`config.mk`:
```
export PLATFORM = sky130hd
export DESIGN_NAME = teu_top
export DESIGN_NICKNAME = d
export VERILOG_FILES = /design/src/core/teu_top.v /design/src/core/teu_chan.v
export VERILOG_INCLUDE_DIRS = /design/src /design/src/core
export SDC_FILE = /design/constraint.sdc
export NUM_CORES = 2
export LEC_CHECK = 0
export BUFFER_PORTS_ARGS = -buffer_cell sky130_fd_sc_hd__buf_2
export CORE_MARGIN = 8
export CORE_UTILIZATION = 35
export CTS_BUF_LIST = sky130_fd_sc_hd__clkbuf_8
export DETAILED_ROUTE_END_ITERATION = 6
export SYNTH_ARGS = -nofsm -noshare
export SYNTH_HDL_FRONTEND = slang
export SYNTH_SLANG_ARGS = --single-unit
```
`constraint.sdc`:
```
create_clock -name clk_i -period 6.7 [get_ports clk_i]
set_input_delay 1.34 -clock clk_i [delete_from_list [all_inputs] [get_ports clk_i]]
set_output_delay 1.34 -clock clk_i [all_outputs]
set_load 0.02 [all_outputs]
```
`src/core/teu_defines.vh`:
```
// Register map, field positions, reset values and timing figures of the timed event unit
`ifndef TEU_DEFINES_VH
`define TEU_DEFINES_VH

// ----------------------------------------
// Register byte addresses
// ----------------------------------------
`define TEU_A_CTRL   8'h00
`define TEU_A_T0CNT  8'h04
`define TEU_A_T0REL  8'h08
`define TEU_A_T1CNT  8'h0C
`define TEU_A_T1REL  8'h10
`define TEU_A_STAT   8'h14
`define TEU_A_MASK   8'h18
`define TEU_A_DBL    8'h1C
`define TEU_R_VAL    2'b01
`define TEU_R_MODE   2'b10

// ----------------------------------------
// Control fields
// ----------------------------------------
`define TEU_C_SEL0   2:0
`define TEU_C_SEL1   5:3
`define TEU_C_RUN0   6
`define TEU_C_RUN1   7
`define TEU_C_STAG   8
`define TEU_CTRL_W   9

// ----------------------------------------
// Clock selections
// ----------------------------------------
`define TEU_CK_DIV1  3'h0
`define TEU_CK_DIV8  3'h1
`define TEU_CK_DIV64 3'h2
`define TEU_CK_D512  3'h3
`define TEU_CK_AUX   3'h4
`define TEU_CK_EXT   3'h5

// ----------------------------------------
// Channel mode fields and codes
// ----------------------------------------
`define TEU_M_MODE   2:0
`define TEU_M_TSEL   3
`define TEU_M_SE     4
`define TEU_M_OE     5
`define TEU_MODE_W   6
`define TEU_MD_OFF   3'h0
`define TEU_MD_CAPR  3'h1
`define TEU_MD_CAPF  3'h2
`define TEU_MD_CAPB  3'h3
`define TEU_MD_CMP0  3'h4
`define TEU_MD_CMP1  3'h5
`define TEU_MD_CMP2  3'h6
`define TEU_MD_CMP3  3'h7

// ----------------------------------------
// Reset values and timing
// ----------------------------------------
`define TEU_RST16    16'h0000
`define TEU_TMAX     16'hFFFF
`define TEU_STAG_CYC 8

`endif

```
`src/core/teu_top.v`:
```
// Timed event unit: two reloadable timers and sixteen capture/compare channels
//
// Summary of operation
// - Sixteen channels, one clock resolution, eight clocks in staggered operation.
// - Two independent 16-bit timers, each with its own reload register.
// - Timer clock from prescaled system clock or auxiliary timer overflow.
// - Timers may instead count external count input edges.
// - Sixteen registers, each assignable to either timer, capture or compare.
// - Each register owns one pin: capture input or compare output.
// - Capture copies the assigned timer value into the register on pin event.
// - Each capture raises that register's own interrupt request.
// - Capture edge selectable: rising, falling, or both.
// - Compare registers checked each timer step; match triggers mode action.
// - Compare mode 0: interrupt only, several per timer period.
// - Compare mode 1: pin inverts on every match, several per period.
// - Compare mode 2: interrupt only, at most one per timer period.
// - Compare mode 3: match sets pin, timer overflow clears it, once per period.
// - Double register: two registers share a pin, toggling on either match.
// - Single event option with any mode yields just one edge or pulse.
`timescale 1ns/1ps

`include "teu_defines.vh"

module teu_top (
    input  wire        clk_i,
    input  wire        rst_i,
    input  wire [7:0]  adr_i,
    input  wire [31:0] dat_i,
    output reg  [31:0] dat_o,
    input  wire        we_i,
    input  wire [3:0]  sel_i,
    input  wire        stb_i,
    input  wire        cyc_i,
    output reg         ack_o,
    input  wire [15:0] pin_i,
    output wire [15:0] pin_o,
    output wire [15:0] pin_oe_o,
    input  wire [1:0]  ext_cnt_i,
    input  wire        aux_ovf_i,
    output wire        irq_o
);

    // ----------------------------------------
    // State
    // ----------------------------------------
    reg  [`TEU_CTRL_W-1:0] ctrl_r;
    reg  [15:0]            tcnt_r [0:1];
    reg  [15:0]            trel_r [0:1];
    reg  [1:0]             upd_r;
    reg  [1:0]             ovf_r;
    reg  [15:0]            val_r  [0:15];
    reg  [`TEU_MODE_W-1:0] mode_r [0:15];
    reg  [17:0]            stat_r;
    reg  [17:0]            mask_r;
    reg  [7:0]             dbl_r;
    reg  [15:0]            pout_r;
    reg  [8:0]             psc_r;
    reg  [15:0]            pin1_r;
    reg  [15:0]            pin2_r;
    reg  [1:0]             ext1_r;
    reg  [1:0]             ext2_r;
    reg  [1:0]             ext3_r;

    wire [15:0] cap;
    wire [15:0] evt;
    wire [15:0] tog;
    wire [15:0] setp;
    wire [15:0] clrp;
    wire [15:0] done;
    wire [15:0] togv;
    wire [15:0] oev;
    wire [1:0]  tick;
    wire [1:0]  ext_rise;
    wire        stag_ok;
    wire        acc;
    wire        wr;
    wire [31:0] wm;
    wire [31:0] wdat;
    wire [5:0]  widx;
    wire [3:0]  cidx;
    wire [31:0] wt0c;
    wire [31:0] wt1c;
    wire [31:0] wt0r;
    wire [31:0] wt1r;
    wire [31:0] wval;
    wire [31:0] wmode;
    wire [31:0] wctrl;
    wire [31:0] wmask;
    wire [31:0] wdbl;

    integer i;
    integer ip;
    integer ic;

    // ----------------------------------------
    // Bus decode
    // ----------------------------------------
    assign acc  = cyc_i & stb_i & ~ack_o;
    assign wr   = acc & we_i;
    assign wm   = {{8{sel_i[3]}}, {8{sel_i[2]}}, {8{sel_i[1]}}, {8{sel_i[0]}}};
    assign wdat = dat_i & wm;
    assign widx = adr_i[7:2];
    assign cidx = adr_i[5:2];

    // Byte lane merge with the old contents
    function [31:0] merge;
        input [31:0] old;
        input [31:0] nw;
        input [31:0] m;
        begin
            merge = (old & ~m) | (nw & m);
        end
    endfunction

    // Merged per lane, then cut to each register's own width
    assign wt0c  = merge({16'h0000, tcnt_r[0]}, dat_i, wm);
    assign wt1c  = merge({16'h0000, tcnt_r[1]}, dat_i, wm);
    assign wt0r  = merge({16'h0000, trel_r[0]}, dat_i, wm);
    assign wt1r  = merge({16'h0000, trel_r[1]}, dat_i, wm);
    assign wval  = merge({16'h0000, val_r[cidx]}, dat_i, wm);
    assign wmode = merge({26'h0, mode_r[cidx]}, dat_i, wm);
    assign wctrl = merge({23'h0, ctrl_r}, dat_i, wm);
    assign wmask = merge({14'h0, mask_r}, dat_i, wm);
    assign wdbl  = merge({24'h0, dbl_r}, dat_i, wm);

    // ----------------------------------------
    // Input synchronisers
    // ----------------------------------------
    always @(posedge clk_i) begin
        if (rst_i) begin
            pin1_r <= 16'h0000;
            pin2_r <= 16'h0000;
            ext1_r <= 2'h0;
            ext2_r <= 2'h0;
            ext3_r <= 2'h0;
        end else begin
            pin1_r <= pin_i;
            pin2_r <= pin1_r;
            ext1_r <= ext_cnt_i;
            ext2_r <= ext1_r;
            ext3_r <= ext2_r;
        end
    end

    assign ext_rise = ext2_r & ~ext3_r;

    // ----------------------------------------
    // Prescaler and tick selection
    // ----------------------------------------
    // Staggered operation: steps only on one of every eight clocks
    assign stag_ok = ~ctrl_r[`TEU_C_STAG] | (psc_r[2:0] == 3'h7);

    function tick_sel;
        input [2:0] s;
        input [8:0] p;
        input       aux;
        input       ext;
        begin
            case (s)
                `TEU_CK_DIV1:  tick_sel = 1'b1;
                `TEU_CK_DIV8:  tick_sel = &p[2:0];
                `TEU_CK_DIV64: tick_sel = &p[5:0];
                `TEU_CK_D512:  tick_sel = &p;
                `TEU_CK_AUX:   tick_sel = aux;
                `TEU_CK_EXT:   tick_sel = ext;
                default:       tick_sel = 1'b0;
            endcase
        end
    endfunction

    // Auxiliary overflow and external edges are events, not clocks,
    // so they bypass the stagger gate
    assign tick[0] = ctrl_r[`TEU_C_RUN0] &
                     tick_sel(ctrl_r[`TEU_C_SEL0], psc_r, aux_ovf_i, ext_rise[0]) &
                     (ctrl_r[`TEU_C_SEL0] > `TEU_CK_D512 | stag_ok);
    assign tick[1] = ctrl_r[`TEU_C_RUN1] &
                     tick_sel(ctrl_r[`TEU_C_SEL1], psc_r, aux_ovf_i, ext_rise[1]) &
                     (ctrl_r[`TEU_C_SEL1] > `TEU_CK_D512 | stag_ok);

    // ----------------------------------------
    // Timers
    // ----------------------------------------
    always @(posedge clk_i) begin
        if (rst_i) begin
            psc_r <= 9'h000;
            upd_r <= 2'h0;
            ovf_r <= 2'h0;
            for (i = 0; i < 2; i = i + 1) begin
                tcnt_r[i] <= `TEU_RST16;
                trel_r[i] <= `TEU_RST16;
            end
        end else begin
            psc_r <= psc_r + 9'h001;
            for (i = 0; i < 2; i = i + 1) begin
                upd_r[i] <= tick[i];
                ovf_r[i] <= tick[i] & (tcnt_r[i] == `TEU_TMAX);
                if (tick[i]) begin
                    if (tcnt_r[i] == `TEU_TMAX)
                        tcnt_r[i] <= trel_r[i];
                    else
                        tcnt_r[i] <= tcnt_r[i] + 16'h0001;
                end
            end
            // Software write to a count wins over a tick in the same cycle
            if (wr & (widx == `TEU_A_T0CNT >> 2))
                tcnt_r[0] <= wt0c[15:0];
            if (wr & (widx == `TEU_A_T1CNT >> 2))
                tcnt_r[1] <= wt1c[15:0];
            if (wr & (widx == `TEU_A_T0REL >> 2))
                trel_r[0] <= wt0r[15:0];
            if (wr & (widx == `TEU_A_T1REL >> 2))
                trel_r[1] <= wt1r[15:0];
        end
    end

    // ----------------------------------------
    // Channels
    // ----------------------------------------
    genvar g;
    generate
        for (g = 0; g < 16; g = g + 1) begin : g_ch
            wire ts;
            assign ts = mode_r[g][`TEU_M_TSEL];
            teu_chan u_chan (
                .clk_i  (clk_i),
                .rst_i  (rst_i),
                .mode_i (mode_r[g][`TEU_M_MODE]),
                .se_i   (mode_r[g][`TEU_M_SE]),
                .pin_i  (pin2_r[g]),
                .tval_i (tcnt_r[ts]),
                .upd_i  (upd_r[ts]),
                .ovf_i  (ovf_r[ts]),
                .val_i  (val_r[g]),
                .cap_o  (cap[g]),
                .evt_o  (evt[g]),
                .tog_o  (tog[g]),
                .set_o  (setp[g]),
                .clr_o  (clrp[g]),
                .done_o (done[g])
            );
            // Upper register of a pair toggles and enables the lower pin instead of its own
            if (g < 8) begin : g_lo
                assign togv[g] = tog[g] | (dbl_r[g] & tog[g+8]);
                assign oev[g]  = mode_r[g][`TEU_M_OE] | (dbl_r[g] & mode_r[g+8][`TEU_M_OE]);
            end else begin : g_hi
                assign togv[g] = tog[g] & ~dbl_r[g-8];
                assign oev[g]  = mode_r[g][`TEU_M_OE] & ~dbl_r[g-8];
            end
        end
    endgenerate

    // ----------------------------------------
    // Pin outputs
    // ----------------------------------------
    always @(posedge clk_i) begin
        if (rst_i) begin
            pout_r <= 16'h0000;
        end else begin
            for (ip = 0; ip < 16; ip = ip + 1) begin
                if (setp[ip])
                    pout_r[ip] <= 1'b1;
                else if (clrp[ip])
                    pout_r[ip] <= 1'b0;
                else if (togv[ip])
                    pout_r[ip] <= ~pout_r[ip];
            end
        end
    end

    assign pin_o    = pout_r;
    assign pin_oe_o = oev;

    // ----------------------------------------
    // Channel registers
    // ----------------------------------------
    always @(posedge clk_i) begin
        if (rst_i) begin
            for (ic = 0; ic < 16; ic = ic + 1) begin
                val_r[ic]  <= `TEU_RST16;
                mode_r[ic] <= {`TEU_MODE_W{1'b0}};
            end
        end else begin
            for (ic = 0; ic < 16; ic = ic + 1) begin
                if (done[ic])
                    mode_r[ic][`TEU_M_MODE] <= `TEU_MD_OFF;
            end
            if (wr & (adr_i[7:6] == `TEU_R_VAL))
                val_r[cidx] <= wval[15:0];
            if (wr & (adr_i[7:6] == `TEU_R_MODE))
                mode_r[cidx] <= wmode[`TEU_MODE_W-1:0];
            // Capture wins over a software write of the same register
            for (ic = 0; ic < 16; ic = ic + 1) begin
                if (cap[ic])
                    val_r[ic] <= tcnt_r[mode_r[ic][`TEU_M_TSEL]];
            end
        end
    end

    // ----------------------------------------
    // Control, status and mask
    // ----------------------------------------
    always @(posedge clk_i) begin
        if (rst_i) begin
            ctrl_r <= {`TEU_CTRL_W{1'b0}};
            stat_r <= 18'h00000;
            mask_r <= 18'h00000;
            dbl_r  <= 8'h00;
        end else begin
            if (wr & (widx == `TEU_A_CTRL >> 2))
                ctrl_r <= wctrl[`TEU_CTRL_W-1:0];
            if (wr & (widx == `TEU_A_MASK >> 2))
                mask_r <= wmask[17:0];
            if (wr & (widx == `TEU_A_DBL >> 2))
                dbl_r <= wdbl[7:0];
            // New events win over a write-one-to-clear in the same cycle
            if (wr & (widx == `TEU_A_STAT >> 2))
                stat_r <= (stat_r & ~wdat[17:0]) | {ovf_r, evt};
            else
                stat_r <= stat_r | {ovf_r, evt};
        end
    end

    assign irq_o = |(stat_r & mask_r);

    // ----------------------------------------
    // Bus answer: one wait state, unmapped reads give zero
    // ----------------------------------------
    always @(posedge clk_i) begin
        if (rst_i) begin
            ack_o <= 1'b0;
            dat_o <= 32'h00000000;
        end else begin
            ack_o <= acc;
            if (acc & ~we_i) begin
                if (adr_i[7:6] == `TEU_R_VAL)
                    dat_o <= {16'h0000, val_r[cidx]};
                else if (adr_i[7:6] == `TEU_R_MODE)
                    dat_o <= {26'h0, mode_r[cidx]};
                else begin
                    case ({adr_i[7:2], 2'b00})
                        `TEU_A_CTRL:  dat_o <= {23'h0, ctrl_r};
                        `TEU_A_T0CNT: dat_o <= {16'h0000, tcnt_r[0]};
                        `TEU_A_T0REL: dat_o <= {16'h0000, trel_r[0]};
                        `TEU_A_T1CNT: dat_o <= {16'h0000, tcnt_r[1]};
                        `TEU_A_T1REL: dat_o <= {16'h0000, trel_r[1]};
                        `TEU_A_STAT:  dat_o <= {14'h0, stat_r};
                        `TEU_A_MASK:  dat_o <= {14'h0, mask_r};
                        `TEU_A_DBL:   dat_o <= {24'h0, dbl_r};
                        default:      dat_o <= 32'h00000000;
                    endcase
                end
            end
        end
    end

endmodule

```
`src/core/teu_chan.v`:
```
// One dual purpose capture/compare channel of the timed event unit
`timescale 1ns/1ps

`include "teu_defines.vh"

module teu_chan (
    input  wire        clk_i,
    input  wire        rst_i,
    input  wire [2:0]  mode_i,
    input  wire        se_i,
    input  wire        pin_i,
    input  wire [15:0] tval_i,
    input  wire        upd_i,
    input  wire        ovf_i,
    input  wire [15:0] val_i,
    output wire        cap_o,
    output wire        evt_o,
    output wire        tog_o,
    output wire        set_o,
    output wire        clr_o,
    output wire        done_o
);

    reg  pin_d_r;
    reg  once_r;
    wire rise;
    wire fall;
    wire is_cmp;
    wire lock;
    wire match;
    wire hit;

    assign rise   = pin_i & ~pin_d_r;
    assign fall   = ~pin_i & pin_d_r;
    assign cap_o  = ((mode_i == `TEU_MD_CAPR) & rise) |
                    ((mode_i == `TEU_MD_CAPF) & fall) |
                    ((mode_i == `TEU_MD_CAPB) & (rise | fall));
    assign is_cmp = mode_i[2];
    assign lock   = (mode_i == `TEU_MD_CMP2) | (mode_i == `TEU_MD_CMP3);
    // Compared only right after the timer moved, so a stopped timer
    // does not raise an endless stream of matches
    assign match  = is_cmp & upd_i & (tval_i == val_i);
    assign hit    = match & ~(lock & once_r & ~ovf_i);
    assign evt_o  = cap_o | hit;
    assign tog_o  = (mode_i == `TEU_MD_CMP1) & hit;
    assign set_o  = (mode_i == `TEU_MD_CMP3) & hit;
    assign clr_o  = (mode_i == `TEU_MD_CMP3) & ovf_i;
    assign done_o = se_i & (cap_o |
                    ((mode_i != `TEU_MD_CMP3) & hit) |
                    (clr_o & once_r));

    always @(posedge clk_i) begin
        if (rst_i) begin
            pin_d_r <= 1'b0;
            once_r  <= 1'b0;
        end else begin
            pin_d_r <= pin_i;
            if (hit & lock)
                once_r <= 1'b1;
            else if (ovf_i | ~lock)
                once_r <= 1'b0;
        end
    end

endmodule

```
==> qor.tcl <==
set qor(worst_ep_arrival_time_ps) 5200
set qor(synth_enable_flop_cells) 416
set qor(clock_latency_ps) 770
set qor(synth_seq_cells) 587
set qor(rows) 118
set qor(dpl.cell_count) 4729
set qor(hold_viol) 0
set qor(cts.hold.buffers_added) 0
set qor(most_common_library_cell_in_the_layout_ignoring_fill_and_taps) {sky130_fd_sc_hd__edfxtp_1}
set qor(switching_share) 0.2993
set qor(antenna_found_initial) 9
set qor(tns_ps) 0
set qor(post_drt_wl_per_cell_um) 30.02
set qor(drv_cap) 0
set qor(detail_route.iter0.violations) 4340
set qor(synth_top_area_frac) 0.3409
set qor(ys_types) 83
set qor(gp_congestion) 0.9797
set qor(async_flop_share) 0
set qor(die_h_um) 339.6
set qor(failing_checks) {DRC}
set qor(worst-setup-path-type) {in2reg}
set qor(cts_max_path_buffers) 3
set qor(firstDrtPassIters) 7
set qor(finalCoreUtilization) 0.3886
set qor(net-switching-power_mw) 2.636
set qor(drcViolationCount) 1
set qor(post_dp_cell_area_sq_um) 38300
set qor(critPathMaxFanout) 36
set qor(start_kind) {input pin}
set qor(power.combinational.fraction) 0.147
set qor(min_delay_path_depth) 1
set qor(cts_resized) 0
set qor(buffer_ports.inserted) 102
set qor(avgSynthCellArea_sq_um) 10.70
set qor(reg2reg_depth) 8
set qor(antenna_violating_nets_post_route) 0
set qor(path_cells) {buf_6 -> nand2b_1 -> a2111oi_0 -> o21ai_0 -> nand4_1 -> buf_4 -> or3_1 -> nand2_1}
set qor(floorplan.io_pins) 134
set qor(cts.htree.levels) 3
set qor(ys.warnings.count) 0
set qor(slew_viol_final) 0
set qor(layout.cells.most_common_list) {sky130_fd_sc_hd__edfxtp_1 (416), sky130_fd_sc_hd__mux2i_1 (341), sky130_fd_sc_hd__nor2_1 (308)}
set qor(post-route-period-util) 0.7368
set qor(synthesized_area_sq_um) 36640
set qor(clock_transition_time_at_the_flip_flop_clock_pins_of_the_worst_setup_and_hold_paths_ps) 60
set qor(floorplan.core_area_sq_um) 103600
set qor(worst-slew-pin-transition_ps) 1130
set qor(critical_path.endpoint_type) {register}
set qor(timing.critical_path.slowest_stage_cell) {sky130_fd_sc_hd__nand2_1}
set qor(die_area_sq_um) 115300
set qor(layout.nets) 3556
set qor(layout.cell_area.non_filler_sq_um) 40280
set qor(grt_usage) 0.2443
set qor(clk_root_buffer_cell) {sky130_fd_sc_hd__clkbuf_8}
set qor(final_layout_size_suffix_gt1_frac) 0.1606
set qor(max_slew_margin) 0.2464
set qor(post_synthesis_cells) 3424
set qor(cp_data_required_time_ps) 6960
set qor(cts_sinks) 587
set qor(synth-main-ff-cell) {sky130_fd_sc_hd__edfxtp_1}
set qor(post-route-min-period_ps) 4937
set qor(worstHoldPathType) {reg2reg}
set qor(area.growth.synth_to_final_pct) 9.937
set qor(initial_utilization) 0.3535
set qor(power.static_leakage_nw) 14.18
set qor(peakVddDrop_v) 0.0001475
set qor(fin_cells) 4922
set qor(largest_net_degree_at_the_start_of_global_routing) 65
set qor(place.detailed.hpwl_um) 108900
set qor(final.setup_skew_ps) 60.40
set qor(first_pass_grt_wire_length_um) 210700
set qor(internal_power_mw) 6.172
set qor(tritoncts.num_buffers) 100
set qor(vias) 30665
set qor(synth_seq_area_share) 0.4344
set qor(finalSetupViolations) 0
set qor(die_w_um) 339.6
set qor(power_density_nw_per_um2) 218.7
set qor(postCtsSetupRepairBufs) 0
set qor(grt_overflow) 0
set qor(status) {finished with violations}
set qor(setup_repair_after_global_routing_missed_its_margin) {no}
set qor(cts_tree) {built}
set qor(finalWirelength_um) 147800
set qor(grt_pass1_vias) 28904
set qor(yosys.area.top_type) {sky130_fd_sc_hd__edfxtp_1}
set qor(timing.fmax_mhz) 202.6
set qor(part_of_the_power_in_the_clock_network) 0.375
set qor(synth.top_cells.by_area) {sky130_fd_sc_hd__edfxtp_1 (34%), sky130_fd_sc_hd__dfxtp_1 (9.3%), sky130_fd_sc_hd__mux2i_1 (9.3%), sky130_fd_sc_hd__mux4_2 (6.7%), sky130_fd_sc_hd__xnor2_1 (5.8%)}
set qor(seq_power_share) 0.477
set qor(cpPeakStageDelay_ps) 750
set qor(avgViaCountPerCell) 6.230
-- synth_stat cells (all sizes together), types with 8 or more instances --
cell type  number
a22o           14
a41oi          10
nand3b         12
a2111oi         8
and2           11
or3            13
mux2i         366
a21o           25
o22ai         168
a211oi         35
mux2           19
a31oi           9
nand2         217
nor4           63
and3           15
a21oi         126
nand3          99
nor3           30
a221o           9
inv            61
edfxtp        416
a22oi          32
xnor2         243
a311o          32
buf           134
o21ai         121
nor2          310
nand2b         43
mux4          110
o211ai         16
dfxtp         171
or2            29
a221oi         23
a222oi          8
clkbuf        172
ha             37
or4             9
xor2           46
nand4          28
nor2b          69
-- per-layer routing --
layer  wire [um]  track usage  vias up
li1            -            -    12916
met1       57720       0.3254    15309
met2       64420       0.3693     2086
met3       16940      0.05673      352
met4        8655       0.1262        2
met5          13            0        -
-- through the flow --
stage	hold slack [ps]	power [mW]	setup WS (ps)
after CTS	418.2	8.796	2011
after floorplan	413.8	5.031	2790
after global routing	448.3	9.027	1702
after global placement	417.8	5.517	1325
after detailed placement	427.3	5.526	1222
final	429.3	8.808	1763
-- cell families after synthesis --
kind of cell	share of synthesized area
flip-flops	0.4344
other	0.0001023
adder cells (fa/ha/maj)	0.01263
buffers and inverters	0.04818
AND/OR/NAND/NOR	0.1262
AO/OA/AOI/OAI	0.1283
XOR/XNOR	0.06908
multiplexers	0.1811
-- critical path: cells and delay by family --
kind	cells	cell delay, ps
AOI/OAI and AO/OA	2	970
and+or+nand+nor	4	2160
buffers and inverters	2	630
-- path summary, 6_finish.rpt --
check	from	to	slack, ps
max	adr_i[2]	val_r[4][4]$_DFFE_PP_	1760
min	pin1_r[15]$_SDFF_PP0_	pin2_r[15]$_SDFF_PP0_	430
max reg2reg	mode_r[9][1]$_SDFFCE_PN0P_	val_r[4][4]$_DFFE_PP_	2390
min reg2reg	pin1_r[15]$_SDFF_PP0_	pin2_r[15]$_SDFF_PP0_	430
-- layout make-up --
class                      count  area (sq um)
clock buffer                 109          1500
fill                       10344         63360
tap                         1380          1727
inverter                      61         229.0
sequential                   587         15920
multi-input combinational   2482         19020
clock inverter                78         466.7
timing repair buffer         219          1408
antenna                        6         15.01
-- power groups by stage --
stage	Sequential, mW	Combinational, mW	Clock [mW]
2_1_floorplan	4.20	0.834	0
3_3_place_gp	4.27	1.25	0
3_5_place_dp	4.27	1.25	0
4_1_cts	4.20	1.26	3.34
5_1_grt	4.21	1.34	3.48
6_report	4.21	1.30	3.31
(Power assumes the default switching activity.)
